**src/hw/ppfm_consts.svh**
```systemverilog
`ifndef PPFM_CONSTS_SVH
`define PPFM_CONSTS_SVH

// Mode codes carried by the three mode bits
`define PPFM_MODE_FDD1      3'h1
`define PPFM_MODE_JOY       3'h2
`define PPFM_MODE_FDD2      3'h3

// Status pin indices (printer inputs / floppy open-drain outputs)
`define PPFM_STS_BUSY       0
`define PPFM_STS_ACK        1
`define PPFM_STS_PE         2
`define PPFM_STS_SLCT       3
`define PPFM_STS_ERR        4
`define PPFM_STS_W          5

// Control pin indices
`define PPFM_CTL_STB        0
`define PPFM_CTL_AFD        1
`define PPFM_CTL_INIT       2
`define PPFM_CTL_SLIN       3
`define PPFM_CTL_W          4

// Data pin roles in floppy modes
`define PPFM_DATA_W         8
`define PPFM_D_FDD_MSB      4
`define PPFM_D_NC           5
`define PPFM_D_MOA          6
`define PPFM_D_DSA          7

// Reset and idle values
`define PPFM_STS_IDLE       5'h1f
`define PPFM_FDD_IDLE       5'h1f
`define PPFM_ZERO5          5'h00
`define PPFM_ZERO4          4'h0
`define PPFM_ZERO8          8'h00
`define PPFM_SYNC_W         14
`define PPFM_CNT_ZERO       8'h00
`define PPFM_CNT_ONE        8'h01

// Turnaround float time on a role change
`define PPFM_CLK_NS         50
`define PPFM_TURN_NS        100
`define PPFM_TURN_CYC       ((`PPFM_TURN_NS + `PPFM_CLK_NS - 1) / `PPFM_CLK_NS)

`endif

```
**src/hw/ppfm_pkg.sv**
```systemverilog
package ppfm_pkg;

    typedef enum logic [3:0]
    {
        ROLE_PRN  = 4'b0001,
        ROLE_FDD1 = 4'b0010,
        ROLE_FDD2 = 4'b0100,
        ROLE_JOY  = 4'b1000
    } ppfm_role_t;

    typedef enum logic [1:0]
    {
        ST_RUN  = 2'b01,
        ST_TURN = 2'b10
    } ppfm_state_t;

    typedef struct packed
    {
        logic strobe_n;
        logic autofd_n;
        logic init_n;
        logic selectin_n;
    } ppfm_prn_ctl_t;

    typedef struct packed
    {
        logic busy;
        logic ack_n;
        logic pe;
        logic slct;
        logic error_n;
    } ppfm_prn_sts_t;

    typedef struct packed
    {
        logic main_motor_on_a_n;
        logic main_motor_on_b_n;
        logic main_drive_select_a_n;
        logic main_drive_select_b_n;
        logic main_write_data_n;
        logic main_write_enable_n;
        logic main_head_select_n;
        logic main_step_n;
        logic main_direction_n;
        logic main_reduced_write_current_n;
    } ppfm_fdd_ctl_t;

    typedef struct packed
    {
        logic ext_disk_change_in_n;
        logic ext_read_data_in_n;
        logic ext_write_protect_in_n;
        logic ext_track_zero_in_n;
        logic ext_index_in_n;
    } ppfm_fdd_sts_t;

endpackage : ppfm_pkg

```
**src/hw/ppfm_pin_mux.sv**
```systemverilog
`timescale 1ns/1ns
`include "ppfm_consts.svh"

module ppfm_pin_mux
    import ppfm_pkg::*;
#(
    parameter int TURN_CYC = `PPFM_TURN_CYC
) (
    input  wire logic                       CLK_IN,             // 20 MHz system clock
    input  wire logic                       ARST_N_IN,          // Master reset, active low
    input  wire logic                       PORT_MODE_BIT0_IN,  // Mode bit 0 from config_reg_zero
    input  wire logic                       PORT_MODE_BIT1_IN,  // Mode bit 1 from config_reg_zero
    input  wire logic                       PORT_MODE_BIT2_IN,  // Mode bit 2 from config_reg_nine
    input  wire logic                       AUTO_DETECT_EN_IN,  // Printer auto detect enable
    input  wire logic                       PRINTER_DETECT_IN,  // Detect pin, async
    input  wire ppfm_prn_ctl_t              PRN_CTL_IN,         // Printer engine controls
    input  wire logic [`PPFM_DATA_W-1:0]    PRN_DATA_IN,        // Printer engine data out
    input  wire logic [`PPFM_DATA_W-1:0]    PRN_DATA_OE_IN,     // Printer engine data enables
    input  wire ppfm_fdd_ctl_t              FDD_CTL_IN,         // Main floppy outputs
    output ppfm_prn_sts_t                   PRN_STS_OUT,        // Status to printer engine
    output logic [`PPFM_DATA_W-1:0]         PRN_DATA_OUT,       // Data bus to printer engine
    output ppfm_fdd_sts_t                   FDD_STS_OUT,        // External drive status
    output ppfm_role_t                      ROLE_OUT,           // Active pin role
    input  wire logic [`PPFM_STS_W-1:0]     STS_PIN_IN,         // Status pins, level
    output logic [`PPFM_STS_W-1:0]          STS_PIN_OUT,        // Status pins, drive value
    output logic [`PPFM_STS_W-1:0]          STS_PIN_OE_OUT,     // Status pins, enable
    input  wire logic [`PPFM_CTL_W-1:0]     CTL_PIN_IN,         // Control pins, level (unused)
    output logic [`PPFM_CTL_W-1:0]          CTL_PIN_OUT,        // Control pins, drive value
    output logic [`PPFM_CTL_W-1:0]          CTL_PIN_OE_OUT,     // Control pins, enable
    input  wire logic [`PPFM_DATA_W-1:0]    DATA_PIN_IN,        // Data pins, level
    output logic [`PPFM_DATA_W-1:0]         DATA_PIN_OUT,       // Data pins, drive value
    output logic [`PPFM_DATA_W-1:0]         DATA_PIN_OE_OUT     // Data pins, enable
);

    logic [2:0]                 mode;
    logic [`PPFM_SYNC_W-1:0]    sync_q;
    logic                       det_s;
    logic [`PPFM_STS_W-1:0]     sts_s;
    logic [`PPFM_DATA_W-1:0]    data_s;
    ppfm_role_t                 role;
    ppfm_role_t                 next_role;
    ppfm_state_t                state;
    logic [7:0]                 turn_cnt;
    logic [`PPFM_STS_W-1:0]     next_sts_out;
    logic [`PPFM_STS_W-1:0]     next_sts_oe;
    logic [`PPFM_CTL_W-1:0]     next_ctl_oe;
    logic [`PPFM_DATA_W-1:0]    next_data_out;
    logic [`PPFM_DATA_W-1:0]    next_data_oe;
    logic [`PPFM_STS_W-1:0]     fdd_od;
    logic [`PPFM_CTL_W-1:0]     fdd_ctl_od;
    logic [`PPFM_CTL_W-1:0]     prn_ctl_od;

    assign mode = {PORT_MODE_BIT2_IN, PORT_MODE_BIT1_IN, PORT_MODE_BIT0_IN};

    // Pins and the detect input come from outside the clock domain
    ppfm_sync #(
        .WIDTH (`PPFM_SYNC_W)
    ) u_sync (
        .clk_in    (CLK_IN),
        .arst_n_in (ARST_N_IN),
        .d_in      ({PRINTER_DETECT_IN, STS_PIN_IN, DATA_PIN_IN}),
        .q_out     (sync_q)
    );

    assign {det_s, sts_s, data_s} = sync_q;

    // Role decode from the mode bits and the detect pin
    always_comb
    begin
        if (AUTO_DETECT_EN_IN && det_s)
            next_role = ROLE_PRN;
        else if (AUTO_DETECT_EN_IN && mode == `PPFM_MODE_FDD2)
            next_role = ROLE_FDD2;
        else if (AUTO_DETECT_EN_IN)
            next_role = ROLE_FDD1;
        else if (mode == `PPFM_MODE_FDD1)
            next_role = ROLE_FDD1;
        else if (mode == `PPFM_MODE_FDD2)
            next_role = ROLE_FDD2;
        else if (mode == `PPFM_MODE_JOY)
            next_role = ROLE_JOY;
        else
            next_role = ROLE_PRN;
    end

    // Role tracking with a float window; every change restarts it
    always_ff @(posedge CLK_IN or negedge ARST_N_IN)
    begin
        if (!ARST_N_IN)
        begin
            role     <= ROLE_PRN;
            state    <= ST_TURN;
            turn_cnt <= `PPFM_CNT_ZERO;
        end
        else if (next_role != role)
        begin
            role     <= next_role;
            state    <= ST_TURN;
            turn_cnt <= 8'(TURN_CYC - 1);
        end
        else
        begin
            case (state)
                ST_TURN:
                begin
                    if (turn_cnt == `PPFM_CNT_ZERO)
                        state <= ST_RUN;
                    else
                        turn_cnt <= turn_cnt - `PPFM_CNT_ONE;
                end
                default:
                begin
                    state <= ST_RUN;
                end
            endcase
        end
    end

    // Open-drain: enable asserted means the pin is pulled low
    assign fdd_od[`PPFM_STS_BUSY] = ~FDD_CTL_IN.main_motor_on_b_n;
    assign fdd_od[`PPFM_STS_ACK]  = ~FDD_CTL_IN.main_drive_select_b_n;
    assign fdd_od[`PPFM_STS_PE]   = ~FDD_CTL_IN.main_write_data_n;
    assign fdd_od[`PPFM_STS_SLCT] = ~FDD_CTL_IN.main_write_enable_n;
    assign fdd_od[`PPFM_STS_ERR]  = ~FDD_CTL_IN.main_head_select_n;

    assign fdd_ctl_od[`PPFM_CTL_STB]  = 1'b0;
    assign fdd_ctl_od[`PPFM_CTL_AFD]  = ~FDD_CTL_IN.main_reduced_write_current_n;
    assign fdd_ctl_od[`PPFM_CTL_INIT] = ~FDD_CTL_IN.main_direction_n;
    assign fdd_ctl_od[`PPFM_CTL_SLIN] = ~FDD_CTL_IN.main_step_n;

    assign prn_ctl_od[`PPFM_CTL_STB]  = ~PRN_CTL_IN.strobe_n;
    assign prn_ctl_od[`PPFM_CTL_AFD]  = ~PRN_CTL_IN.autofd_n;
    assign prn_ctl_od[`PPFM_CTL_INIT] = ~PRN_CTL_IN.init_n;
    assign prn_ctl_od[`PPFM_CTL_SLIN] = ~PRN_CTL_IN.selectin_n;

    // Pin drive for the current role
    always_comb
    begin
        next_sts_out  = `PPFM_ZERO5;
        next_sts_oe   = `PPFM_ZERO5;
        next_ctl_oe   = `PPFM_ZERO4;
        next_data_out = `PPFM_ZERO8;
        next_data_oe  = `PPFM_ZERO8;
        if (state == ST_RUN)
        begin
            case (role)
                ROLE_FDD1:
                begin
                    next_sts_oe = fdd_od;
                    next_ctl_oe = fdd_ctl_od;
                end
                ROLE_FDD2:
                begin
                    next_sts_oe = fdd_od;
                    next_ctl_oe = fdd_ctl_od;
                    next_data_oe[`PPFM_D_MOA] = ~FDD_CTL_IN.main_motor_on_a_n;
                    next_data_oe[`PPFM_D_DSA] = ~FDD_CTL_IN.main_drive_select_a_n;
                end
                default:
                begin
                    // Printer and joystick: status pins are inputs only
                    next_ctl_oe   = prn_ctl_od;
                    next_data_out = PRN_DATA_IN;
                    next_data_oe  = PRN_DATA_OE_IN;
                end
            endcase
        end
    end

    always_ff @(posedge CLK_IN or negedge ARST_N_IN)
    begin
        if (!ARST_N_IN)
        begin
            STS_PIN_OUT     <= `PPFM_ZERO5;
            STS_PIN_OE_OUT  <= `PPFM_ZERO5;
            CTL_PIN_OUT     <= `PPFM_ZERO4;
            CTL_PIN_OE_OUT  <= `PPFM_ZERO4;
            DATA_PIN_OUT    <= `PPFM_ZERO8;
            DATA_PIN_OE_OUT <= `PPFM_ZERO8;
            ROLE_OUT        <= ROLE_PRN;
        end
        else
        begin
            STS_PIN_OUT     <= next_sts_out;
            STS_PIN_OE_OUT  <= next_sts_oe;
            CTL_PIN_OUT     <= `PPFM_ZERO4;
            CTL_PIN_OE_OUT  <= next_ctl_oe;
            DATA_PIN_OUT    <= next_data_out;
            DATA_PIN_OE_OUT <= next_data_oe;
            ROLE_OUT        <= role;
        end
    end

    // Status back to the engines; idle values mimic the pull-ups
    always_ff @(posedge CLK_IN or negedge ARST_N_IN)
    begin
        if (!ARST_N_IN)
        begin
            PRN_STS_OUT  <= `PPFM_STS_IDLE;
            FDD_STS_OUT  <= `PPFM_FDD_IDLE;
            PRN_DATA_OUT <= `PPFM_ZERO8;
        end
        else if (role == ROLE_FDD1 || role == ROLE_FDD2)
        begin
            PRN_STS_OUT  <= `PPFM_STS_IDLE;
            FDD_STS_OUT  <= data_s[`PPFM_D_FDD_MSB:0];
            PRN_DATA_OUT <= `PPFM_ZERO8;
        end
        else
        begin
            PRN_STS_OUT.busy    <= sts_s[`PPFM_STS_BUSY];
            PRN_STS_OUT.ack_n   <= sts_s[`PPFM_STS_ACK];
            PRN_STS_OUT.slct    <= sts_s[`PPFM_STS_SLCT];
            PRN_STS_OUT.error_n <= sts_s[`PPFM_STS_ERR];
            // Joystick leaves paper-end unsampled
            PRN_STS_OUT.pe      <= (role == ROLE_JOY) ? 1'b0 : sts_s[`PPFM_STS_PE];
            FDD_STS_OUT         <= `PPFM_FDD_IDLE;
            PRN_DATA_OUT        <= data_s;
        end
    end

    a_busy_ready: assert property (@(posedge CLK_IN) disable iff (!ARST_N_IN)
        role == ROLE_PRN && next_role == ROLE_PRN |=> PRN_STS_OUT.busy == $past(sts_s[`PPFM_STS_BUSY])
    ) else $error("busy status not passed");

    a_ack_err_pass: assert property (@(posedge CLK_IN) disable iff (!ARST_N_IN)
        role == ROLE_PRN && next_role == ROLE_PRN
        |=> {PRN_STS_OUT.ack_n, PRN_STS_OUT.error_n, PRN_STS_OUT.slct}
            == $past({sts_s[`PPFM_STS_ACK], sts_s[`PPFM_STS_ERR], sts_s[`PPFM_STS_SLCT]})
    ) else $error("ack, error or select status not passed");

    a_prn_sts_float: assert property (@(posedge CLK_IN) disable iff (!ARST_N_IN)
        role == ROLE_PRN |=> STS_PIN_OE_OUT == `PPFM_ZERO5
    ) else $error("status pin driven in printer role");

    a_autofd_drive: assert property (@(posedge CLK_IN) disable iff (!ARST_N_IN)
        state == ST_RUN && role == ROLE_PRN
        |=> CTL_PIN_OE_OUT[`PPFM_CTL_AFD] == !$past(PRN_CTL_IN.autofd_n) && CTL_PIN_OUT == `PPFM_ZERO4
    ) else $error("auto feed drive wrong");

    a_strobe_drive: assert property (@(posedge CLK_IN) disable iff (!ARST_N_IN)
        state == ST_RUN && role == ROLE_PRN
        |=> CTL_PIN_OE_OUT[`PPFM_CTL_STB] == !$past(PRN_CTL_IN.strobe_n)
    ) else $error("strobe drive wrong");

    a_data_bus: assert property (@(posedge CLK_IN) disable iff (!ARST_N_IN)
        state == ST_RUN && role == ROLE_PRN
        |=> DATA_PIN_OUT == $past(PRN_DATA_IN) && DATA_PIN_OE_OUT == $past(PRN_DATA_OE_IN)
    ) else $error("printer data bus drive wrong");

    a_motor_b_pin: assert property (@(posedge CLK_IN) disable iff (!ARST_N_IN)
        state == ST_RUN && (role == ROLE_FDD1 || role == ROLE_FDD2)
        |=> STS_PIN_OE_OUT[`PPFM_STS_BUSY] == !$past(FDD_CTL_IN.main_motor_on_b_n)
            && STS_PIN_OE_OUT[`PPFM_STS_ERR] == !$past(FDD_CTL_IN.main_head_select_n)
    ) else $error("floppy status pin drive wrong");

    a_step_dir: assert property (@(posedge CLK_IN) disable iff (!ARST_N_IN)
        state == ST_RUN && role == ROLE_FDD1
        |=> CTL_PIN_OE_OUT[`PPFM_CTL_SLIN] == !$past(FDD_CTL_IN.main_step_n)
            && CTL_PIN_OE_OUT[`PPFM_CTL_INIT] == !$past(FDD_CTL_IN.main_direction_n)
    ) else $error("step or direction drive wrong");

    a_ext_status: assert property (@(posedge CLK_IN) disable iff (!ARST_N_IN)
        role == ROLE_FDD1 || role == ROLE_FDD2 |=> FDD_STS_OUT == $past(data_s[`PPFM_D_FDD_MSB:0])
    ) else $error("external drive status not passed");

    a_single_float: assert property (@(posedge CLK_IN) disable iff (!ARST_N_IN)
        role == ROLE_FDD1 |=> !CTL_PIN_OE_OUT[`PPFM_CTL_STB] && DATA_PIN_OE_OUT == `PPFM_ZERO8
    ) else $error("single floppy float pins driven");

    a_dual_drive_a: assert property (@(posedge CLK_IN) disable iff (!ARST_N_IN)
        state == ST_RUN && role == ROLE_FDD2
        |=> DATA_PIN_OE_OUT[`PPFM_D_MOA] == !$past(FDD_CTL_IN.main_motor_on_a_n)
            && DATA_PIN_OE_OUT[`PPFM_D_DSA] == !$past(FDD_CTL_IN.main_drive_select_a_n)
    ) else $error("drive A motor or select wrong");

    a_dual_float: assert property (@(posedge CLK_IN) disable iff (!ARST_N_IN)
        role == ROLE_FDD2 |=> !CTL_PIN_OE_OUT[`PPFM_CTL_STB] && !DATA_PIN_OE_OUT[`PPFM_D_NC]
    ) else $error("dual floppy float pins driven");

    a_joy_pe_idle: assert property (@(posedge CLK_IN) disable iff (!ARST_N_IN)
        role == ROLE_JOY |=> !PRN_STS_OUT.pe && !STS_PIN_OE_OUT[`PPFM_STS_PE]
    ) else $error("paper-end used in joystick role");

    a_auto_detect: assert property (@(posedge CLK_IN) disable iff (!ARST_N_IN)
        AUTO_DETECT_EN_IN && mode != `PPFM_MODE_FDD2 |=> role == ($past(det_s) ? ROLE_PRN : ROLE_FDD1)
    ) else $error("auto detect role wrong");

    a_turn_float: assert property (@(posedge CLK_IN) disable iff (!ARST_N_IN)
        state == ST_RUN && next_role != role
        |=> ##1 (STS_PIN_OE_OUT == `PPFM_ZERO5 && CTL_PIN_OE_OUT == `PPFM_ZERO4
                 && DATA_PIN_OE_OUT == `PPFM_ZERO8)[*2]
    ) else $error("pins driven during turnaround");

    a_mode_dual: assert property (@(posedge CLK_IN) disable iff (!ARST_N_IN)
        !AUTO_DETECT_EN_IN && mode == `PPFM_MODE_FDD2 |=> role == ROLE_FDD2
    ) else $error("dual floppy code not decoded");

    a_mode_joy: assert property (@(posedge CLK_IN) disable iff (!ARST_N_IN)
        !AUTO_DETECT_EN_IN && mode == `PPFM_MODE_JOY |=> role == ROLE_JOY
    ) else $error("joystick code not decoded");

    a_pe_err_pass: assert property (@(posedge CLK_IN) disable iff (!ARST_N_IN)
        role == ROLE_PRN && next_role == ROLE_PRN
        |=> {PRN_STS_OUT.pe, PRN_STS_OUT.error_n} == $past({sts_s[`PPFM_STS_PE], sts_s[`PPFM_STS_ERR]})
    ) else $error("paper-end or error status not passed");

    a_wd_we_pins: assert property (@(posedge CLK_IN) disable iff (!ARST_N_IN)
        state == ST_RUN && (role == ROLE_FDD1 || role == ROLE_FDD2)
        |=> STS_PIN_OE_OUT[`PPFM_STS_PE] == !$past(FDD_CTL_IN.main_write_data_n)
            && STS_PIN_OE_OUT[`PPFM_STS_SLCT] == !$past(FDD_CTL_IN.main_write_enable_n)
    ) else $error("write data or enable pin drive wrong");

    a_dual_shared: assert property (@(posedge CLK_IN) disable iff (!ARST_N_IN)
        state == ST_RUN && role == ROLE_FDD2
        |=> STS_PIN_OE_OUT[`PPFM_STS_ACK] == !$past(FDD_CTL_IN.main_drive_select_b_n)
            && CTL_PIN_OE_OUT[`PPFM_CTL_SLIN] == !$past(FDD_CTL_IN.main_step_n)
    ) else $error("shared drive pins wrong in dual mode");

    a_motor_a_low: assert property (@(posedge CLK_IN) disable iff (!ARST_N_IN)
        state == ST_RUN && role == ROLE_FDD2 && !FDD_CTL_IN.main_motor_on_a_n
        |=> DATA_PIN_OE_OUT[`PPFM_D_MOA] && !DATA_PIN_OUT[`PPFM_D_MOA]
    ) else $error("motor-on A not pulled low");

endmodule : ppfm_pin_mux

```
**src/hw/ppfm_sync.sv**
```systemverilog
`timescale 1ns/1ns

module ppfm_sync #(
    parameter int WIDTH = 1
) (
    input  wire logic             clk_in,   // System clock
    input  wire logic             arst_n_in, // Async reset
    input  wire logic [WIDTH-1:0] d_in,     // Asynchronous inputs
    output logic      [WIDTH-1:0] q_out     // Synchronised outputs
);

    logic [WIDTH-1:0] meta;

    genvar i;
    generate
        for (i = 0; i < WIDTH; i++)
        begin : g_bit
            // First stage feeds only the second stage
            always_ff @(posedge clk_in or negedge arst_n_in)
            begin
                if (!arst_n_in)
                begin
                    meta[i]  <= 1'b1;
                    q_out[i] <= 1'b1;
                end
                else
                begin
                    meta[i]  <= d_in[i];
                    q_out[i] <= meta[i];
                end
            end
        end
    endgenerate

endmodule : ppfm_sync

```
**config.mk**
```make
export PLATFORM = sky130hd
export DESIGN_NAME = ppfm_pin_mux
export DESIGN_NICKNAME = d
export VERILOG_FILES = /design/src/hw/ppfm_pkg.sv /design/src/hw/ppfm_pin_mux.sv /design/src/hw/ppfm_sync.sv
export VERILOG_INCLUDE_DIRS = /design/src /design/src/hw
export SDC_FILE = /design/constraint.sdc
export NUM_CORES = 1
export LEC_CHECK = 0
export BUFFER_PORTS_ARGS = -buffer_cell sky130_fd_sc_hd__buf_2
export CAP_MARGIN = 20
export CORE_UTILIZATION = 49
export DETAILED_ROUTE_END_ITERATION = 6
export PLACE_DENSITY = 0.83
export RECOVER_POWER = 100
export SYNTH_ARGS = -nofsm -noshare
export SYNTH_HDL_FRONTEND = slang
export SYNTH_SLANG_ARGS = --single-unit
```
**constraint.sdc**
```tcl
create_clock -name CLK_IN -period 2.48 [get_ports CLK_IN]
set_input_delay 0.744 -clock CLK_IN [delete_from_list [all_inputs] [get_ports CLK_IN]]
set_output_delay 0.744 -clock CLK_IN [all_outputs]
set_load 0.02 [all_outputs]
```
==> metrics.cfg, run 1 <==
[outcome]
status=finished clean

[floorplanning]
die_w_microns=82.4
core-area_sq_um=6100
dieHeight_microns=82.4
boundaryPins=110
dieArea_sq_um=6800
rows=28
start_util=0.520

[logic_synthesis]
synth_common_cells=48 x dfrtp_1, 41 x dfstp_2, 15 x and3_1, 12 x nor2_1, 10 x and2_1
synth_top_area_frac=0.379
synth_edf_count=0
yosys_warnings=0
syn_area_sq_um=3170
synth-seq-cells=89
postSynthAreaPerCell_sq_um=14.3
ys_seq_area_frac=0.719
async_reset_ff_frac=1.00
synth_area_leaders=dfrtp_1 38%, dfstp_2 34%, and3_1 3.0%
synth_cells=221
yosysMostFrequentCell=dfrtp_1
synth_largest_area_cell=dfrtp_1
synth.distinct_cells=45
synth_ff_type=dfrtp_1

[clock_network]
numCtsBuffers=9
cts_resized=0
htreeDepth=3
clkTransAtPathRegs_ns=0.09
post_cts_buffers=0
cts_root_buf=clkbuf_8
hold_buffers=0
cts.path.max_buffers=2
cts_sinks=89
cts_tree=built
clkLatencyLatePin_ns=0.35

[timing]
max_freq_ghz=0.471
worstMarginPinSlew_ns=1.27
period_minus_slack_ns=2.13
maxSlewHeadroom=0.152
tns_ns=0
rsz0062_at_grt=false
hold_viol=0
finalSetupViolCount=0
fin_ws_ns=0.355
fin_crit_sh=0.857
skew_ns=0.00925
drv_slew=0

[global_route]
grt_overflow=0
antenna_found_initial=0
grt_pass1_wl_microns=9010
grt_max_degree=40
grt_pass1_vias=2033
grtUsageTotal=0.185

[route]
initialDrtViolationCount=117
drtAntennaViolNets=0
vias=2023
route.detailed.drc=0
routedWlPerCell_microns=14.2
first_pass_iters=5
via_per_inst=5.00
drt_wl_total_microns=5750

[placed_design]
place_congestion=0.784
place_ws_ns=0.0703
placed_cell_area_sq_um=3730
hpwl_microns=4080
portBuffers=96

[critical_path]
max_stage_delay_ns=0.50
path_max_fanout=7
critPathKind=primary input to flop
worstSetupEndpointType=flop
rrSetupSlack_ns=0.36
worstPathArrival_ns=2.33
cp.required_ns=2.68
critical-path-slowest-cell=nor4b_1
crit_path_cell_trace=clkbuf_1 -> nor4b_1 -> xnor2_1 -> nand3_1 -> a2111oi_0
rr_worst_depth=5
start_kind=primary input
timing.rr.end=CTL_PIN_OE_OUT[1]
regToRegStartpoint=role[0]

[finish]
area_growth_pct=20.1
seq_area_sq_um=2280
nFillCells=495
drive_gt1_frac=0.352
diodes=0
multi_input_area_sq_um=777
nets=381
fin_area_sq_um=3810

[power]
p_leak_nw=1.78
finalPower_mw=2.89
peakVddDrop_mv=0.516
cellPowerDensity_nw_per_um2=758

[job]
maxCapViolations=0

[min_path]
min_from=u_sync.meta[2]
min_to=u_sync.q_out[2]
min_path_type=flop to flop
min_delay_path_depth=0

==> cell families after synthesis <==
kind of cell / Yosys count / share of synthesized area
DFF: 89 / 0.719
adders and majority gates: 2 / 0.00789
muxes: 2 / 0.00631
xor gates and xnor gates: 11 / 0.0304
other: 1 / 0.00118
and+or+nand+nor: 75 / 0.142
AOI/OAI and AO/OA: 20 / 0.0553
buffers and inverters: 21 / 0.0379
==> cell usage in the layout, fill, tap and decap left out, types with 5 or more instances in the layout <==
cell,Yosys,routed
or2_2,5,5
nand2_1,5,5
buf_2,0,46
clkbuf_1,6,52
and3_1,15,15
clkbuf_8,0,9
nor2_1,12,12
dfrtp_1,48,48
inv_1,5,5
dfstp_2,41,40
and2_1,10,6
nor4_1,6,6
xor2_1,7,7
conb_1,1,9
==> registers in the layout, summed over array words and instances (netlist names) <==
| signal | flops |
|---|---|
| state | 2 |
| DATA_PIN_OE_OUT | 8 |
| PRN_STS_OUT | 5 |
| u_sync.meta | 14 |
| CTL_PIN_OE_OUT | 4 |
| PRN_DATA_OUT | 8 |
| turn_cnt | 8 |
| DATA_PIN_OUT | 8 |
| u_sync.q_out | 14 |
| STS_PIN_OE_OUT | 5 |
| role | 4 |
| ROLE_OUT | 4 |
| FDD_STS_OUT | 5 |
==> final cells by class <==
class / instances / share of cell area
clock buffer: 10 / 0.0335
clock inverter: 6 / 0.0131
inverter: 5 / 0.00493
multi-input combinational: 119 / 0.204
sequential: 89 / 0.598
tap: 75 / 0.0246
timing repair buffer: 101 / 0.121
==> stage by stage <==
step,hold WS [ns],utilization,instances
2_1_floorplan,0.345,-,229
3_3_place_gp,0.345,0.611,389
3_5_place_dp,0.347,0.611,389
4_1_cts,0.278,0.640,405
5_1_grt,0.354,0.625,405
6_report,0.349,0.625,405
==> worst max-delay path: cells and delay by family <==
family | cells | cell delay (ns)
and+or+nand+nor | 2 | 0.79
AOI/OAI and AO/OA | 1 | 0.48
xor gates and xnor gates | 1 | 0.20
buffers and inverters | 1 | 0.11
==> metal layers <==
| metal | part of all wire | global-route usage | up-vias |
|---|---|---|---|
| li1 | - | - | 943 |
| met1 | 0.40 | 0.207 | 969 |
| met2 | 0.49 | 0.321 | 97 |
| met3 | 0.075 | 0.0462 | 14 |
| met4 | 0.027 | 0.102 | 0 |
| met5 | 0 | 0 | - |
==> worst max path at each step <==
stage | end | from | depth (start not counted) | slack (ns)
after detailed placement | turn_cnt[4] | PORT_MODE_BIT0_IN | 5 | 0.07
after global routing | CTL_PIN_OE_OUT[1] | role[0] | 5 | 0.17
after global placement | turn_cnt[5] | PORT_MODE_BIT0_IN | 5 | 0.16
final | turn_cnt[7] | PORT_MODE_BIT0_IN | 5 | 0.35
after CTS | turn_cnt[5] | PORT_MODE_BIT0_IN | 5 | 0.42
after floorplan | turn_cnt[5] | PORT_MODE_BIT0_IN | 4 | 0.52
==> report_power, final <==
part	switching, mW	internal [mW]	leakage (nW)
sequential	0.0388	1.55	1.08
clock	0.512	0.377	0.0853
combinational	0.246	0.159	0.614
total	0.796	2.09	1.78
Note: power is estimated with default switching activity, not from simulation.
==> inputs of run 2 (changes only) <==
Settings changed: ABC_AREA set to 1, CORE_UTILIZATION 49 to 50, PLACE_DENSITY 0.83 to 0.84.
==> run 2 against run 1 <==
  * Cell count up 21%
  * Design area increased by 3.5%
  * Core utilization decreased by 0.76 points
  * Worst setup slack improved by 0.17 ns
  * Sequential power is essentially flat
  * Largest cell class unchanged
==> metrics.cfg, run 2 <==
[clock_network]
cts.path.max_buffers=2  ; unchanged
clkTransAtPathRegs_ns=0.08  ; about the same
hold_buffers=0  ; unchanged
numCtsBuffers=9  ; unchanged
cts_sinks=89  ; unchanged
post_cts_buffers=0  ; unchanged
cts_resized=0  ; unchanged
cts_root_buf=clkbuf_8
clkLatencyLatePin_ns=0.35  ; about the same
htreeDepth=3  ; unchanged
cts_tree=built

[logic_synthesis]
synth_mux_area_frac=0  ; -0.00631
synth_top_family_by_area=simple AND/OR/NAND/NOR gates
synth-seq-cells=89  ; unchanged
ys_seq_area_frac=0.688  ; -0.0302
synth_area_leaders=dfrtp_1 36%, dfstp_2 33%, inv_1 5.4%
syn_area_sq_um=3310  ; +4.4%
synth_top_area_frac=0.363  ; -0.0159
synth.distinct_cells=24  ; -47%
postSynthAreaPerCell_sq_um=10.9  ; -24%
synth-simple-area-share=0.206  ; +0.0640
synth_edf_count=0  ; unchanged
synth-compound-area-share=0.0102  ; -0.0450
synthAdderAreaFrac=0.00756  ; -0.000331
yosys_warnings=0  ; unchanged
synth_largest_area_cell=dfrtp_1
synth_xor_xnor_area_share=0  ; -0.0304
async_reset_ff_frac=1.00  ; unchanged
synth_ff_type=dfrtp_1
synth_cells=305  ; +38%
synth_common_cells=48 x dfrtp_1, 48 x inv_1, 46 x nand2_1, 46 x nor2_1, 41 x dfstp_2

[finish]
multi_input_area_sq_um=737  ; -5.2%
final_cells=490  ; +21%
area_growth_pct=19.1
utilization=0.617  ; -0.00762
diodes=0  ; unchanged
final_common_cell=clkbuf_1
drive_gt1_frac=0.276  ; -0.0755
nets=464  ; +22%
largestRegisters=u_sync.meta: 14 flops, u_sync.q_out: 14 flops
seq_area_sq_um=2280  ; unchanged
nFillCells=530  ; +7.1%
layout_common_cells=52 x clkbuf_1, 49 x inv_1, 49 x nand2_1, 48 x dfrtp_1, 47 x nor2_1

[route]
drt_wl_total_microns=6000  ; +4.3%
via_per_inst=4.68  ; -6.2%
vias=2295  ; +13%
drtAntennaViolNets=0  ; unchanged
route.detailed.drc=0  ; unchanged
routedWlPerCell_microns=12.2  ; -14%
first_pass_iters=5  ; unchanged
initialDrtViolationCount=136  ; +16%

[timing]
worstMarginPinSlew_ns=0.748  ; -0.525 ns
hold_viol=0  ; unchanged
maxSlewHeadroom=0.500  ; +0.348
fin_crit_sh=0.788  ; -0.0691
drv_slew=0  ; unchanged
finalSetupViolCount=0  ; unchanged
period_minus_slack_ns=1.95  ; -0.171 ns
max_freq_ghz=0.512  ; +8.8%
skew_ns=0.00702  ; -0.00223 ns
fin_ws_ns=0.526  ; +0.171 ns
rsz0062_at_grt=false
tns_ns=0  ; unchanged

[critical_path]
path_max_fanout=19  ; +12
worstPathArrival_ns=2.21  ; -0.12 ns
critPathKind=flop to flop
cp.required_ns=2.73  ; +0.05 ns
rr_worst_depth=4  ; -1
start_kind=flop
worstSetupEndpointType=flop

[global_route]
grt_max_degree=58  ; +45%
grt_pass1_vias=2264  ; +11%
antenna_found_initial=0  ; unchanged
grt_pass1_wl_microns=10200  ; +13%
grt_overflow=0  ; unchanged
grtUsageTotal=0.191  ; +0.00636

[power]
p_seq_frac=0.545  ; -0.007
peakVddDrop_mv=0.475  ; -8.0%
combPwrFrac=0.119  ; -0.021
cellPowerDensity_nw_per_um2=733  ; -3.3%
p_sw_frac=0.256  ; -0.0201
pwr-share-clk=0.336  ; +0.028
p_leak_nw=2.03  ; +15%
power_switching_mw=0.739  ; -7.2%
p_int_mw=2.15  ; +2.8%

[placed_design]
portBuffers=96  ; unchanged
place_ws_ns=0.672  ; +0.601 ns
place_congestion=0.791  ; +0.88%
hpwl_microns=4260  ; +4.2%
dp_cells=474  ; +22%

[floorplanning]
core-area_sq_um=6390  ; +4.8%
die_w_microns=83.4  ; +1.1%
dieArea_sq_um=6950  ; +2.2%
dieHeight_microns=83.4  ; +1.1%
start_util=0.518  ; -0.00189
rows=29  ; +3.6%
boundaryPins=110  ; unchanged

[min_path]
min_path_type=primary input to async pin

[outcome]
status=finished clean

[job]
maxCapViolations=0  ; unchanged

run 2: layout make-up:
cell class	instances	share of cell area
well taps	77	0.0245
repair buffers	97	0.112
multi-input cells	160	0.187
clock buffers	12	0.0368
clock inverters	4	0.0130
flip-flops and latches	89	0.578
inverters	51	0.0486
run 2: path summary, 6_finish.rpt:
path	start	endpoint	slack (ns)
worst min register to register	u_sync.meta[4]	u_sync.q_out[4]	0.35
worst max register to register	role[0]	CTL_PIN_OE_OUT[2]	0.53
worst min-delay path	ARST_N_IN	DATA_PIN_OE_OUT[1]	0.32
worst max-delay path	role[0]	CTL_PIN_OE_OUT[2]	0.53
max in group asynchronous	ARST_N_IN	u_sync.q_out[6]	1.49
min in group CLK_IN	u_sync.meta[4]	u_sync.q_out[4]	0.35
run 2: metal layers:
| metal | vias to the layer above | wire (microns) | GRT usage |
|---|---|---|---|
| li1 | 1112 | - | - |
| met1 | 1088 | 2360 | 0.227 |
| met2 | 85 | 3140 | 0.318 |
| met3 | 10 | 392 | 0.0626 |
| met4 | 0 | 104 | 0.0831 |
| met5 | - | 0 | 0 |
run 2: cells by family (layout without fill, tap and decap cells):
group           Yosys count  count (layout)
simple gates            144             144
compound gates            5               5
buf+inv                  64             164
flops                    89              89
fa+ha+maj                 2               2
other cells               1               9
run 2: power groups by stage:
stage               combinational, mW  sequential, mW  clock [mW]
floorplan                       0.205            1.63           0
global placement                0.344            1.59           0
detailed placement              0.362            1.60           0
CTS                             0.364            1.57       0.996
global route                    0.390            1.58        1.05
finish                          0.344            1.57       0.971
run 2: stage by stage:
stage / total power, mW / area [sq um] / hold slack (ns)
global route: 3.02 / 3940 / 0.335
global placement: 1.94 / 3840 / 0.346
floorplan: 1.84 / 3340 / 0.345
detailed placement: 1.96 / 3840 / 0.347
CTS: 2.93 / 4040 / 0.318
finish: 2.89 / 3940 / 0.323
run 2: critical path: stages, from the launching register on:
cell	delay, ns
dfstp_1	0.60
inv_1	0.09
nand4_1	0.19
nand3_1	0.57
o22ai_1	0.41
